===== src/reader_pkg.sv =====
`default_nettype none
package reader_pkg;
  // register offsets
  localparam logic [5:0] ADDR_IRQ   = 6'h00;
  localparam logic [5:0] ADDR_MASK  = 6'h01;
  localparam logic [5:0] ADDR_CFG   = 6'h02;
  localparam logic [5:0] ADDR_FSTAT = 6'h03;
  localparam logic [5:0] ADDR_FIFO  = 6'h04;
  // reset values
  localparam logic [7:0] MASK_RST = 8'h00;
  localparam logic [1:0] CFG_RST  = 2'h0;
  localparam logic [7:0] IRQ_RST  = 8'h00;
  // field positions
  localparam int CFG_RXWL_BIT  = 0;
  localparam int CFG_TXWL_BIT  = 1;
  localparam int FSTAT_OVF_BIT = 6;
  localparam int IRQ_WL_BIT    = 0;
  // fifo geometry and water levels
  localparam int FIFO_DEPTH = 32;
  localparam int PTR_W      = 5;
  localparam int CNT_W      = 6;
  localparam logic [5:0] RX_WL0 = 6'h10;
  localparam logic [5:0] RX_WL1 = 6'h18;
  localparam logic [5:0] TX_WL0 = 6'h10;
  localparam logic [5:0] TX_WL1 = 6'h08;
  // serial framing
  localparam logic [1:0] MODE_CMD = 2'h3;
  localparam logic [2:0] LAST_BIT = 3'h7;
  // direct command codes
  localparam logic [5:0] CMD_SET_DEFAULT = 6'h01;
  localparam logic [5:0] CMD_CLEAR       = 6'h02;
  localparam logic [5:0] CMD_TX_CRC      = 6'h04;
  localparam logic [5:0] CMD_TX_NOCRC    = 6'h05;
  localparam logic [5:0] CMD_TX_REQA     = 6'h06;
  localparam logic [5:0] CMD_TX_WUPA     = 6'h07;
  localparam logic [5:0] CMD_NFC_INIT    = 6'h08;
  localparam logic [5:0] CMD_NFC_RESP    = 6'h09;
  localparam logic [5:0] CMD_NFC_RESP0   = 6'h0a;
  localparam logic [5:0] CMD_RX_MASK     = 6'h10;
  localparam logic [5:0] CMD_RX_UNMASK   = 6'h11;
  localparam logic [5:0] CMD_AD_CONV     = 6'h12;
  localparam logic [5:0] CMD_MEAS_RF     = 6'h13;
  localparam logic [5:0] CMD_SQUELCH     = 6'h14;
  localparam logic [5:0] CMD_CLR_SQUELCH = 6'h15;
  localparam logic [5:0] CMD_ADJ_REG     = 6'h16;
  localparam logic [5:0] CMD_CAL_MOD     = 6'h17;
  localparam logic [5:0] CMD_CAL_ANT     = 6'h18;
  localparam logic [5:0] CMD_CHK_ANT     = 6'h19;
  localparam logic [5:0] CMD_CLR_RSSI    = 6'h1a;
  localparam logic [5:0] CMD_TRANSPARENT = 6'h1c;
  typedef enum logic [1:0] {
    CLR_IDLE      = 2'b01,
    CLR_WAIT_SCLK = 2'b10
  } irq_clr_state_t;
endpackage
`default_nettype wire


===== src/reader_command_irq_fifo_ctrl.sv =====
// Behaviour
// - command byte: mode bits 11, six code bits MSB first, run on last falling edge
// - any interrupt event sets its status bit; an unmasked event also raises the request output
// - reading interrupt status clears all bits and drops the request; bits accumulate
// - masked source keeps its status bit but cannot raise the request
// - clear after status read is timed by the core clock
// - oscillator off in target mode: clear waits for next serial clock rise
// - 32-byte fifo; receive overflow sets a flag and drops the byte
// - transmit: water-level event when bytes left fall below transmit level
// - receive: water-level event when bytes held exceed receive level
// - config field picks one of two levels each for receive and transmit
// - fifo status shows count of unread bytes
// - code 01 restores defaults, code 02 stops activity and empties fifo
// - set default reloads every register, drops calibration, works in every mode
// - clear also resets collision and interrupt state; host sends it before transmits
// - codes 04 and 05 start transmit with and without crc
// - codes 06 and 07 send short frames, only in type A mode
// - codes 08 to 0a send nfc frames after collision avoidance
// - code 10 masks receive, code 11 unmasks and beats the mask timer
// - codes 12 to 15 convert, measure, squelch and undo squelch
// - codes 16 to 18 adjust regulators, calibrate modulation, tune antenna
// - codes 19, 1a, 1c check resonance, clear rssi, enter transparent mode
// - serial input sampled on falling clock, bytes MSB first, reset while select low
`timescale 1ns/1ps
`default_nettype none
module reader_command_irq_fifo_ctrl (
  input  wire logic       core_clk,              // 200 MHz core clock
  input  wire logic       rst,                   // sync reset, active high
  input  wire logic       serial_select_line,    // serial enable, low holds reset
  input  wire logic       serial_clk,            // serial clock pin
  input  wire logic       serial_in_line,        // serial data pin
  input  wire logic [5:0] reg_addr,              // register address
  input  wire logic [7:0] reg_wdata,             // register write data
  input  wire logic       reg_wr,                // write strobe
  input  wire logic       reg_rd,                // read strobe
  output logic      [7:0] reg_rdata,             // read data, cycle after strobe
  input  wire logic [6:0] irq_event,             // event pulses from other blocks
  input  wire logic       osc_on,                // oscillator running
  input  wire logic       target_init_mode,      // initial target mode
  input  wire logic       iso_a_mode,            // type A protocol selected
  input  wire logic       tx_active,             // transmission in progress
  input  wire logic       rx_active,             // reception in progress
  input  wire logic       rx_push,               // received byte strobe
  input  wire logic [7:0] rx_byte,               // received byte
  input  wire logic       tx_pop,                // framer takes next byte
  input  wire logic       rx_mask_timer,         // mask timer requests masking
  output logic            interrupt_request_out, // interrupt request
  output logic            cmd_valid,             // accepted command pulse
  output logic      [5:0] cmd_code,              // accepted command code
  output logic            default_pulse,         // set default issued
  output logic            clear_pulse,           // clear issued
  output logic            rx_masked,             // receive data ignored
  output logic      [7:0] tx_byte,               // byte to framer
  output logic            tx_byte_valid          // tx_byte fresh
);
  // pin synchronisers
  logic sel_ff1, sel_s;
  logic clk_ff1, clk_s, clk_d;
  logic din_ff1, din_s;
  logic sclk_fall, sclk_rise;
  always_ff @(posedge core_clk) begin
    if (rst) begin
      sel_ff1 <= 1'b0;
      sel_s   <= 1'b0;
      clk_ff1 <= 1'b0;
      clk_s   <= 1'b0;
      clk_d   <= 1'b0;
      din_ff1 <= 1'b0;
      din_s   <= 1'b0;
    end else begin
      sel_ff1 <= serial_select_line;
      sel_s   <= sel_ff1;
      clk_ff1 <= serial_clk;
      clk_s   <= clk_ff1;
      clk_d   <= clk_s;
      din_ff1 <= serial_in_line;
      din_s   <= din_ff1;
    end
  end

  assign sclk_fall = clk_d && !clk_s;
  assign sclk_rise = !clk_d && clk_s;
  // first byte capture
  logic [6:0] shift;
  logic [2:0] bit_cnt;
  logic       first_byte;
  logic [7:0] cmd_byte;
  logic [5:0] code_in;
  logic       cmd_fire;
  logic       accepted;
  logic       do_default;
  logic       do_clear;
  always_ff @(posedge core_clk) begin
    if (rst || !sel_s) begin
      shift      <= 7'h00;
      bit_cnt    <= 3'h0;
      first_byte <= 1'b1;
    end else if (sclk_fall && first_byte) begin
      shift   <= cmd_byte[6:0];
      bit_cnt <= bit_cnt + 3'h1;
      if (bit_cnt == reader_pkg::LAST_BIT) begin
        first_byte <= 1'b0;
      end
    end
  end

  assign cmd_byte = {shift, din_s};
  assign code_in  = cmd_byte[5:0];
  assign cmd_fire = sel_s && first_byte && sclk_fall && bit_cnt == reader_pkg::LAST_BIT
                    && cmd_byte[7:6] == reader_pkg::MODE_CMD;
  function automatic logic code_known(input logic [5:0] c, input logic a_mode);
    unique case (c)
      reader_pkg::CMD_SET_DEFAULT, reader_pkg::CMD_CLEAR: code_known = 1'b1;
      reader_pkg::CMD_TX_CRC, reader_pkg::CMD_TX_NOCRC: code_known = 1'b1;
      reader_pkg::CMD_TX_REQA, reader_pkg::CMD_TX_WUPA: code_known = a_mode;
      reader_pkg::CMD_NFC_INIT, reader_pkg::CMD_NFC_RESP,
      reader_pkg::CMD_NFC_RESP0: code_known = 1'b1;
      reader_pkg::CMD_RX_MASK, reader_pkg::CMD_RX_UNMASK: code_known = 1'b1;
      reader_pkg::CMD_AD_CONV, reader_pkg::CMD_MEAS_RF, reader_pkg::CMD_SQUELCH,
      reader_pkg::CMD_CLR_SQUELCH: code_known = 1'b1;
      reader_pkg::CMD_ADJ_REG, reader_pkg::CMD_CAL_MOD,
      reader_pkg::CMD_CAL_ANT: code_known = 1'b1;
      reader_pkg::CMD_CHK_ANT, reader_pkg::CMD_CLR_RSSI,
      reader_pkg::CMD_TRANSPARENT: code_known = 1'b1;
      default: code_known = 1'b0;
    endcase
  endfunction
  assign accepted   = cmd_fire && code_known(code_in, iso_a_mode);
  assign do_default = accepted && code_in == reader_pkg::CMD_SET_DEFAULT;
  assign do_clear   = accepted && code_in == reader_pkg::CMD_CLEAR;
  // dispatch to sequencers
  always_ff @(posedge core_clk) begin
    if (rst) begin
      cmd_valid     <= 1'b0;
      cmd_code      <= 6'h00;
      default_pulse <= 1'b0;
      clear_pulse   <= 1'b0;
    end else begin
      cmd_valid     <= accepted;
      default_pulse <= do_default;
      clear_pulse   <= do_clear;
      if (accepted) begin
        cmd_code <= code_in;
      end
    end
  end

  always_ff @(posedge core_clk) begin
    if (rst || do_default) begin
      rx_masked <= 1'b0;
    end else if (accepted && code_in == reader_pkg::CMD_RX_UNMASK) begin
      rx_masked <= 1'b0;
    end else if ((accepted && code_in == reader_pkg::CMD_RX_MASK) || rx_mask_timer) begin
      rx_masked <= 1'b1;
    end
  end

  // register file
  logic [7:0] irq_mask;
  logic [1:0] cfg;
  logic       wr_mask, wr_fifo, rd_fifo, rd_irq;
  assign wr_mask = reg_wr && reg_addr == reader_pkg::ADDR_MASK;
  assign wr_fifo = reg_wr && reg_addr == reader_pkg::ADDR_FIFO;
  assign rd_fifo = reg_rd && reg_addr == reader_pkg::ADDR_FIFO;
  assign rd_irq  = reg_rd && reg_addr == reader_pkg::ADDR_IRQ;
  always_ff @(posedge core_clk) begin
    if (rst || do_default) begin
      irq_mask <= reader_pkg::MASK_RST;
      cfg      <= reader_pkg::CFG_RST;
    end else if (reg_wr) begin
      if (reg_addr == reader_pkg::ADDR_MASK) begin
        irq_mask <= reg_wdata;
      end
      if (reg_addr == reader_pkg::ADDR_CFG) begin
        cfg <= reg_wdata[1:0];
      end
    end
  end

  // fifo
  logic [7:0] fifo_head;
  logic [5:0] fifo_count;
  logic [5:0] count_d;
  logic       fifo_full, fifo_empty, fifo_ovf, fifo_flush;
  logic       rx_wr;
  logic [5:0] rx_wl, tx_wl;
  logic       tx_wl_evt, rx_wl_evt;
  assign fifo_flush = do_clear || do_default;
  assign rx_wr      = rx_push && rx_active;
  reader_fifo i_reader_fifo (
    .clk       (core_clk),
    .rst       (rst),
    .flush     (fifo_flush),
    .push      (rx_wr || wr_fifo),
    .push_data (rx_wr ? rx_byte : reg_wdata),
    .pop       (rd_fifo || tx_pop),
    .head      (fifo_head),
    .count     (fifo_count),
    .full      (fifo_full),
    .empty     (fifo_empty)
  );
  always_ff @(posedge core_clk) begin
    if (rst) begin
      fifo_ovf <= 1'b0;
    end else if (rx_wr && fifo_full) begin
      fifo_ovf <= 1'b1;
    end else if (fifo_flush) begin
      fifo_ovf <= 1'b0;
    end
  end

  always_ff @(posedge core_clk) begin
    if (rst) begin
      count_d <= 6'h00;
    end else begin
      count_d <= fifo_count;
    end
  end

  assign rx_wl = cfg[reader_pkg::CFG_RXWL_BIT] ? reader_pkg::RX_WL1 : reader_pkg::RX_WL0;
  assign tx_wl = cfg[reader_pkg::CFG_TXWL_BIT] ? reader_pkg::TX_WL1 : reader_pkg::TX_WL0;
  assign tx_wl_evt = tx_active && fifo_count < tx_wl && count_d >= tx_wl;
  assign rx_wl_evt = rx_active && fifo_count > rx_wl && count_d <= rx_wl;
  always_ff @(posedge core_clk) begin
    if (rst) begin
      tx_byte       <= 8'h00;
      tx_byte_valid <= 1'b0;
    end else begin
      tx_byte_valid <= tx_pop && !fifo_empty;
      if (tx_pop && !fifo_empty) begin
        tx_byte <= fifo_head;
      end
    end
  end

  // interrupt status and clear timing
  reader_pkg::irq_clr_state_t clr_state;
  logic [7:0] irq_status;
  logic [7:0] irq_ev;
  logic [7:0] next_irq_status;
  logic       irq_clr;
  logic       wait_sclk;
  assign irq_ev    = {irq_event, tx_wl_evt || rx_wl_evt};
  assign wait_sclk = rd_irq && target_init_mode && !osc_on;
  assign irq_clr   = (rd_irq && !wait_sclk)
                     || (clr_state == reader_pkg::CLR_WAIT_SCLK && sclk_rise)
                     || do_clear || do_default;

  always_ff @(posedge core_clk) begin
    if (rst) begin
      clr_state <= reader_pkg::CLR_IDLE;
    end else begin
      unique case (clr_state)
        reader_pkg::CLR_IDLE: begin
          if (wait_sclk) begin
            clr_state <= reader_pkg::CLR_WAIT_SCLK;
          end
        end
        reader_pkg::CLR_WAIT_SCLK: begin
          if (sclk_rise || do_clear || do_default || (rd_irq && !wait_sclk)) begin
            clr_state <= reader_pkg::CLR_IDLE;
          end
        end
        default: clr_state <= reader_pkg::CLR_IDLE;
      endcase
    end
  end

  // new events win over a clear in the same cycle
  assign next_irq_status = (irq_clr ? reader_pkg::IRQ_RST : irq_status) | irq_ev;
  always_ff @(posedge core_clk) begin
    if (rst) begin
      irq_status            <= reader_pkg::IRQ_RST;
      interrupt_request_out <= 1'b0;
    end else begin
      irq_status            <= next_irq_status;
      interrupt_request_out <= |(next_irq_status & ~irq_mask);
    end
  end

  // read data path
  always_ff @(posedge core_clk) begin
    if (rst || !reg_rd) begin
      reg_rdata <= 8'h00;
    end else begin
      unique case (reg_addr)
        reader_pkg::ADDR_IRQ:   reg_rdata <= irq_status;
        reader_pkg::ADDR_MASK:  reg_rdata <= irq_mask;
        reader_pkg::ADDR_CFG:   reg_rdata <= {6'h00, cfg};
        reader_pkg::ADDR_FSTAT: reg_rdata <= {1'b0, fifo_ovf, fifo_count};
        reader_pkg::ADDR_FIFO:  reg_rdata <= fifo_empty ? 8'h00 : fifo_head;
        default:                reg_rdata <= 8'h00;
      endcase
    end
  end

  logic [7:0] ev_masked;
  logic [7:0] ev_open;
  assign ev_masked = irq_ev & irq_mask;
  assign ev_open   = irq_ev & ~irq_mask;
endmodule // reader_command_irq_fifo_ctrl
`default_nettype wire


===== src/reader_fifo.sv =====
`timescale 1ns/1ps
`default_nettype none
module reader_fifo (
  input  wire logic       clk,       // core clock
  input  wire logic       rst,       // sync reset
  input  wire logic       flush,     // empty the fifo
  input  wire logic       push,      // write request
  input  wire logic [7:0] push_data, // byte to write
  input  wire logic       pop,       // read request
  output logic      [7:0] head,      // oldest byte
  output logic      [5:0] count,     // bytes held
  output logic            full,      // no room
  output logic            empty      // nothing held
);
  logic [7:0]                    mem [reader_pkg::FIFO_DEPTH];
  logic [reader_pkg::PTR_W-1:0]  wr_ptr;
  logic [reader_pkg::PTR_W-1:0]  rd_ptr;
  logic                          push_ok;
  logic                          pop_ok;

  assign full    = (count == 6'(reader_pkg::FIFO_DEPTH));
  assign empty   = (count == 6'h00);
  assign push_ok = push && !full;
  assign pop_ok  = pop && !empty;
  assign head    = mem[rd_ptr];

  generate
    for (genvar i = 0; i < reader_pkg::FIFO_DEPTH; i++) begin : g_entry
      always_ff @(posedge clk) begin
        if (push_ok && wr_ptr == reader_pkg::PTR_W'(i)) begin
          mem[i] <= push_data;
        end
      end
    end
  endgenerate

  always_ff @(posedge clk) begin
    if (rst || flush) begin
      wr_ptr <= '0;
      rd_ptr <= '0;
    end else begin
      if (push_ok) begin
        wr_ptr <= wr_ptr + 5'h01;
      end
      if (pop_ok) begin
        rd_ptr <= rd_ptr + 5'h01;
      end
    end
  end

  always_ff @(posedge clk) begin
    if (rst || flush) begin
      count <= 6'h00;
    end else begin
      unique case ({push_ok, pop_ok})
        2'b10:   count <= count + 6'h01;
        2'b01:   count <= count - 6'h01;
        default: count <= count;
      endcase
    end
  end
endmodule // reader_fifo
`default_nettype wire


===== config.mk =====
export PLATFORM = sky130hd
export DESIGN_NAME = reader_command_irq_fifo_ctrl
export DESIGN_NICKNAME = d
export VERILOG_FILES = /design/src/reader_pkg.sv /design/src/reader_command_irq_fifo_ctrl.sv /design/src/reader_fifo.sv
export SDC_FILE = /design/constraint.sdc
export NUM_CORES = 1
export LEC_CHECK = 0
export BUFFER_PORTS_ARGS = -buffer_cell sky130_fd_sc_hd__buf_2
export CAP_MARGIN = 10
export CORE_ASPECT_RATIO = 1.2
export CORE_MARGIN = 3
export CORE_UTILIZATION = 40
export CTS_CLUSTER_SIZE = 14
export DETAILED_ROUTE_END_ITERATION = 12
export SETUP_SLACK_MARGIN = 0.15
export SKIP_CTS_REPAIR_TIMING = 1
export SLEW_MARGIN = 20
export SYNTH_ARGS = -nofsm -noshare
export SYNTH_HDL_FRONTEND = slang
export SYNTH_HIERARCHICAL = 1
export SYNTH_SLANG_ARGS = --single-unit

===== constraint.sdc =====
create_clock -name core_clk -period 4.2 [get_ports core_clk]
set_input_delay 0.21 -clock core_clk [delete_from_list [all_inputs] [get_ports core_clk]]
set_output_delay 0.21 -clock core_clk [all_outputs]
set_load 0.005 [all_outputs]

==> results.md <==
* Clock Latency Late Sink at 520 ps
* Worst-margin pin slew at 887 ps
* Clock Sinks at 350
* Setup TNS Final at 0 ps
* Total wire length at 33.4 mm
* Cts bufs inserted at 36
* Setup crit end kind: register
* Final Hold Fails at 1
* Total Nets Final at 1136
* Clock root buffer: clkbuf_16
* Leak at 5.47 nW
* Routed len/inst at 21.3 um
* Pin count of the biggest net entering global routing at 70
* Layout cell share with drive strength beyond 1 at 16.9%
* Final HPWL DP at 21.9 mm
* Max FO, Critical Path at 12
* Worst min-delay path class: in -> reg
* Arrival time worst endpoint at 3510 ps
* FMAX at 327 MHz
* WP buf/inv at 0
* Post-Syn Area per Cell at 14.5 sq um
* PwrDens at 525 nW/um^2
* Top-count cell post-synth: edfxtp_1
* Synth area leader: edfxtp_1
* Peak supply drop at 0.253 mV
* Ant. Diodes at 0
* Synth-to-layout area growth at 14.3%
* Post-synth top cells: 256 x edfxtp_1, 94 x dfxtp_1, 83 x nor2_1, 82 x mux2i_1
* DR vias/cell at 5.48
* Synth Instances at 991
* Share of Yosys cell area claimed by the top area cell type at 53.4%
* Final Max Slew Viols at 0
* Minimum hold slack at -1.09 ps
* Final setup violation count at 0
* Synth Area in Compound Gates at 7.50%
* Failing checks: hold timing
* Synth top area cells: edfxtp_1 53%, dfxtp_1 13%, mux2i_1 5.7%
* Number of DRC markers in iteration 0 at 684
* Std-Cell Core Area at 35200 sq um
* GRT Residual Overflow at 0
* Gpl congestion at 0.935
* Max incr delay on CP at 650 ps
* Overall routing resource usage at 17.3%
* Residual DRC at 0
* Row cnt at 75
* Number of synthesized register bits at 350
* Largest family of logic cells by synthesized area: multiplexers
* CP required at 4650 ps
* Drt pass-1 iters at 5
* Fin crit period at 3060 ps
* PortBufs at 71
* ANT nets after route at 0
* Max Cap Viol at 0
* EDFF count, synth at 256
* Yosys warnings at 6
* Count of cell types in the netlist at 72
* Die ar. at 38300 sq um
* Synth Flop Type: edfxtp_1
* Global-route wire length before repair at 49.8 mm
* TritonCTS clock tree: yes
* Longest Clk Path Bufs at 3
* Vias at 8573
* DP Area at 15100 sq um
* Setup Skew at 17.9 ps
* CTS clk-pin slew, worst paths at 60 ps
* Status: finished, violations left
* Relative slew slack at 40.6%
* Post-Synthesis Cell Area at 14400 sq um
* Fin crit share at 72.8%
* Asr flop ratio synth at 0%
* Simple-Gate Fraction of Synth Area at 9.12%
* Adder-cell share of the synthesized area at 1.48%
* Initial antenna violation count at 0
* Post-synth net total at 1052
* Initial core utilization at 40.9%
* Critical path's top delay family: simple AND/OR/NAND/NOR gates
* Die H at 214 um
* Vias in the first global route at 8484
* H-tree depth at 2
* Crit-path slowest cell: or4_4
* Num ports at 72
* Mux cell area share after synthesis at 12.0%
* RSZ-0062 raised after global routing: no
* Post-Synth XOR/XNOR Area at 0.731%
* Die width at 179 um
* Fin area at 16400 sq um
* CP Launch Type: register
* CP cell instances: or4_4 > o31ai_4 > ha_1 > xor2_1 > ha_1 > a21oi_1 > xor2_1 > or3_1 > a21oi_1
* Setup CP Type: reg -> reg
* Seq/Total Area, Yosys at 66.5%
-- per-stage QoR --
| step | total power [mW] | cells | util, % | hold slack (ps) | worst slack [ps] |
|---|---|---|---|---|---|
| CTS | 8.70 | 1546 | 46.2 | -119 | 1080 |
| floorplan | 5.24 | 991 | - | 327 | 1320 |
| finish | 8.63 | 1564 | 46.7 | -1.09 | 1140 |
| detailed placement | 5.71 | 1481 | 43.0 | 426 | 930 |
| global route | 9.01 | 1564 | 46.7 | 31.4 | 855 |
| global placement | 5.69 | 1481 | 43.0 | 425 | 973 |
-- cell type report --
type	count	area, sq um
Multi-Input combinational cell	560	4440
Clock buffer	48	1030
Timing Repair Buffer	101	638
Clock inverter	17	91.3
Sequential cell	350	9570
Tap cell	462	578
Inverter	26	97.6
Fill cell	3049	18700
-- registers in the layout, summed over array words and instances, names as in the netlist, 2 cells and up, named ones only --
register and flops:
bit_cnt 3, cfg 2, clr_state 2, cmd_code 6
count_d 6, i_reader_fifo/count 6, i_reader_fifo/mem 256, i_reader_fifo/rd_ptr 5
i_reader_fifo/wr_ptr 5, irq_mask 8, irq_status 8, reg_rdata 8
shift 7, tx_byte 8
-- tightest hold or removal path, cell delays in order --
cell and delay (ps):
buf_2 100, a32oi_1 90, nor2_1 90
-- final timing paths --
path         cells after the start                   start  slack [ps]                      to
max                              9  i_reader_fifo/count[4]        1140  i_reader_fifo/count[2]
max reg2reg                      9  i_reader_fifo/count[4]        1140  i_reader_fifo/count[2]
min reg2reg                      1                 sel_ff1         440                   sel_s
min                              3                 rx_push          -1                fifo_ovf
-- power by group --
part | internal (mW) | switching, mW | total (mW)
Clock | 1.73 | 1.27 | 2.99
Sequential | 3.85 | 0.185 | 4.03
Combinational | 0.691 | 0.908 | 1.60
-- placed cells by master (no fill, tap or decap), types with 38 or more instances in the layout --
cell | synthesis | layout
a21oi_1 | 38 | 38
clkbuf_16 | 0 | 38
nand3_1 | 45 | 45
mux2i_1 | 82 | 82
a22oi_1 | 45 | 45
dfxtp_1 | 94 | 92
nor2_1 | 83 | 83
buf_2 | 16 | 71
edfxtp_1 | 256 | 256
nand2_1 | 44 | 44
-- cells by family (layout without fill, tap and decap cells) --
| logic type | after synthesis | after routing |
|---|---|---|
| flip-flops | 350 | 350 |
| AND/OR/NAND/NOR | 262 | 262 |
| AO/OA/AOI/OAI | 145 | 145 |
| multiplexers | 124 | 124 |
| buffers and inverters | 81 | 192 |
| adder cells (fa/ha/maj) | 17 | 17 |
| XOR/XNOR | 12 | 12 |
-- per-layer routing --
| metal | global-route usage [%] | part of all wire, % | vias to the layer above |
|---|---|---|---|
| li1 | - | - | 3981 |
| met1 | 21.4 | 39 | 4272 |
| met2 | 30.8 | 53 | 243 |
| met3 | 2.71 | 4.4 | 77 |
| met4 | 5.92 | 3.3 | 0 |
| met5 | 0 | 0 | - |
No activity file was read; power rests on OpenSTA's default activity.
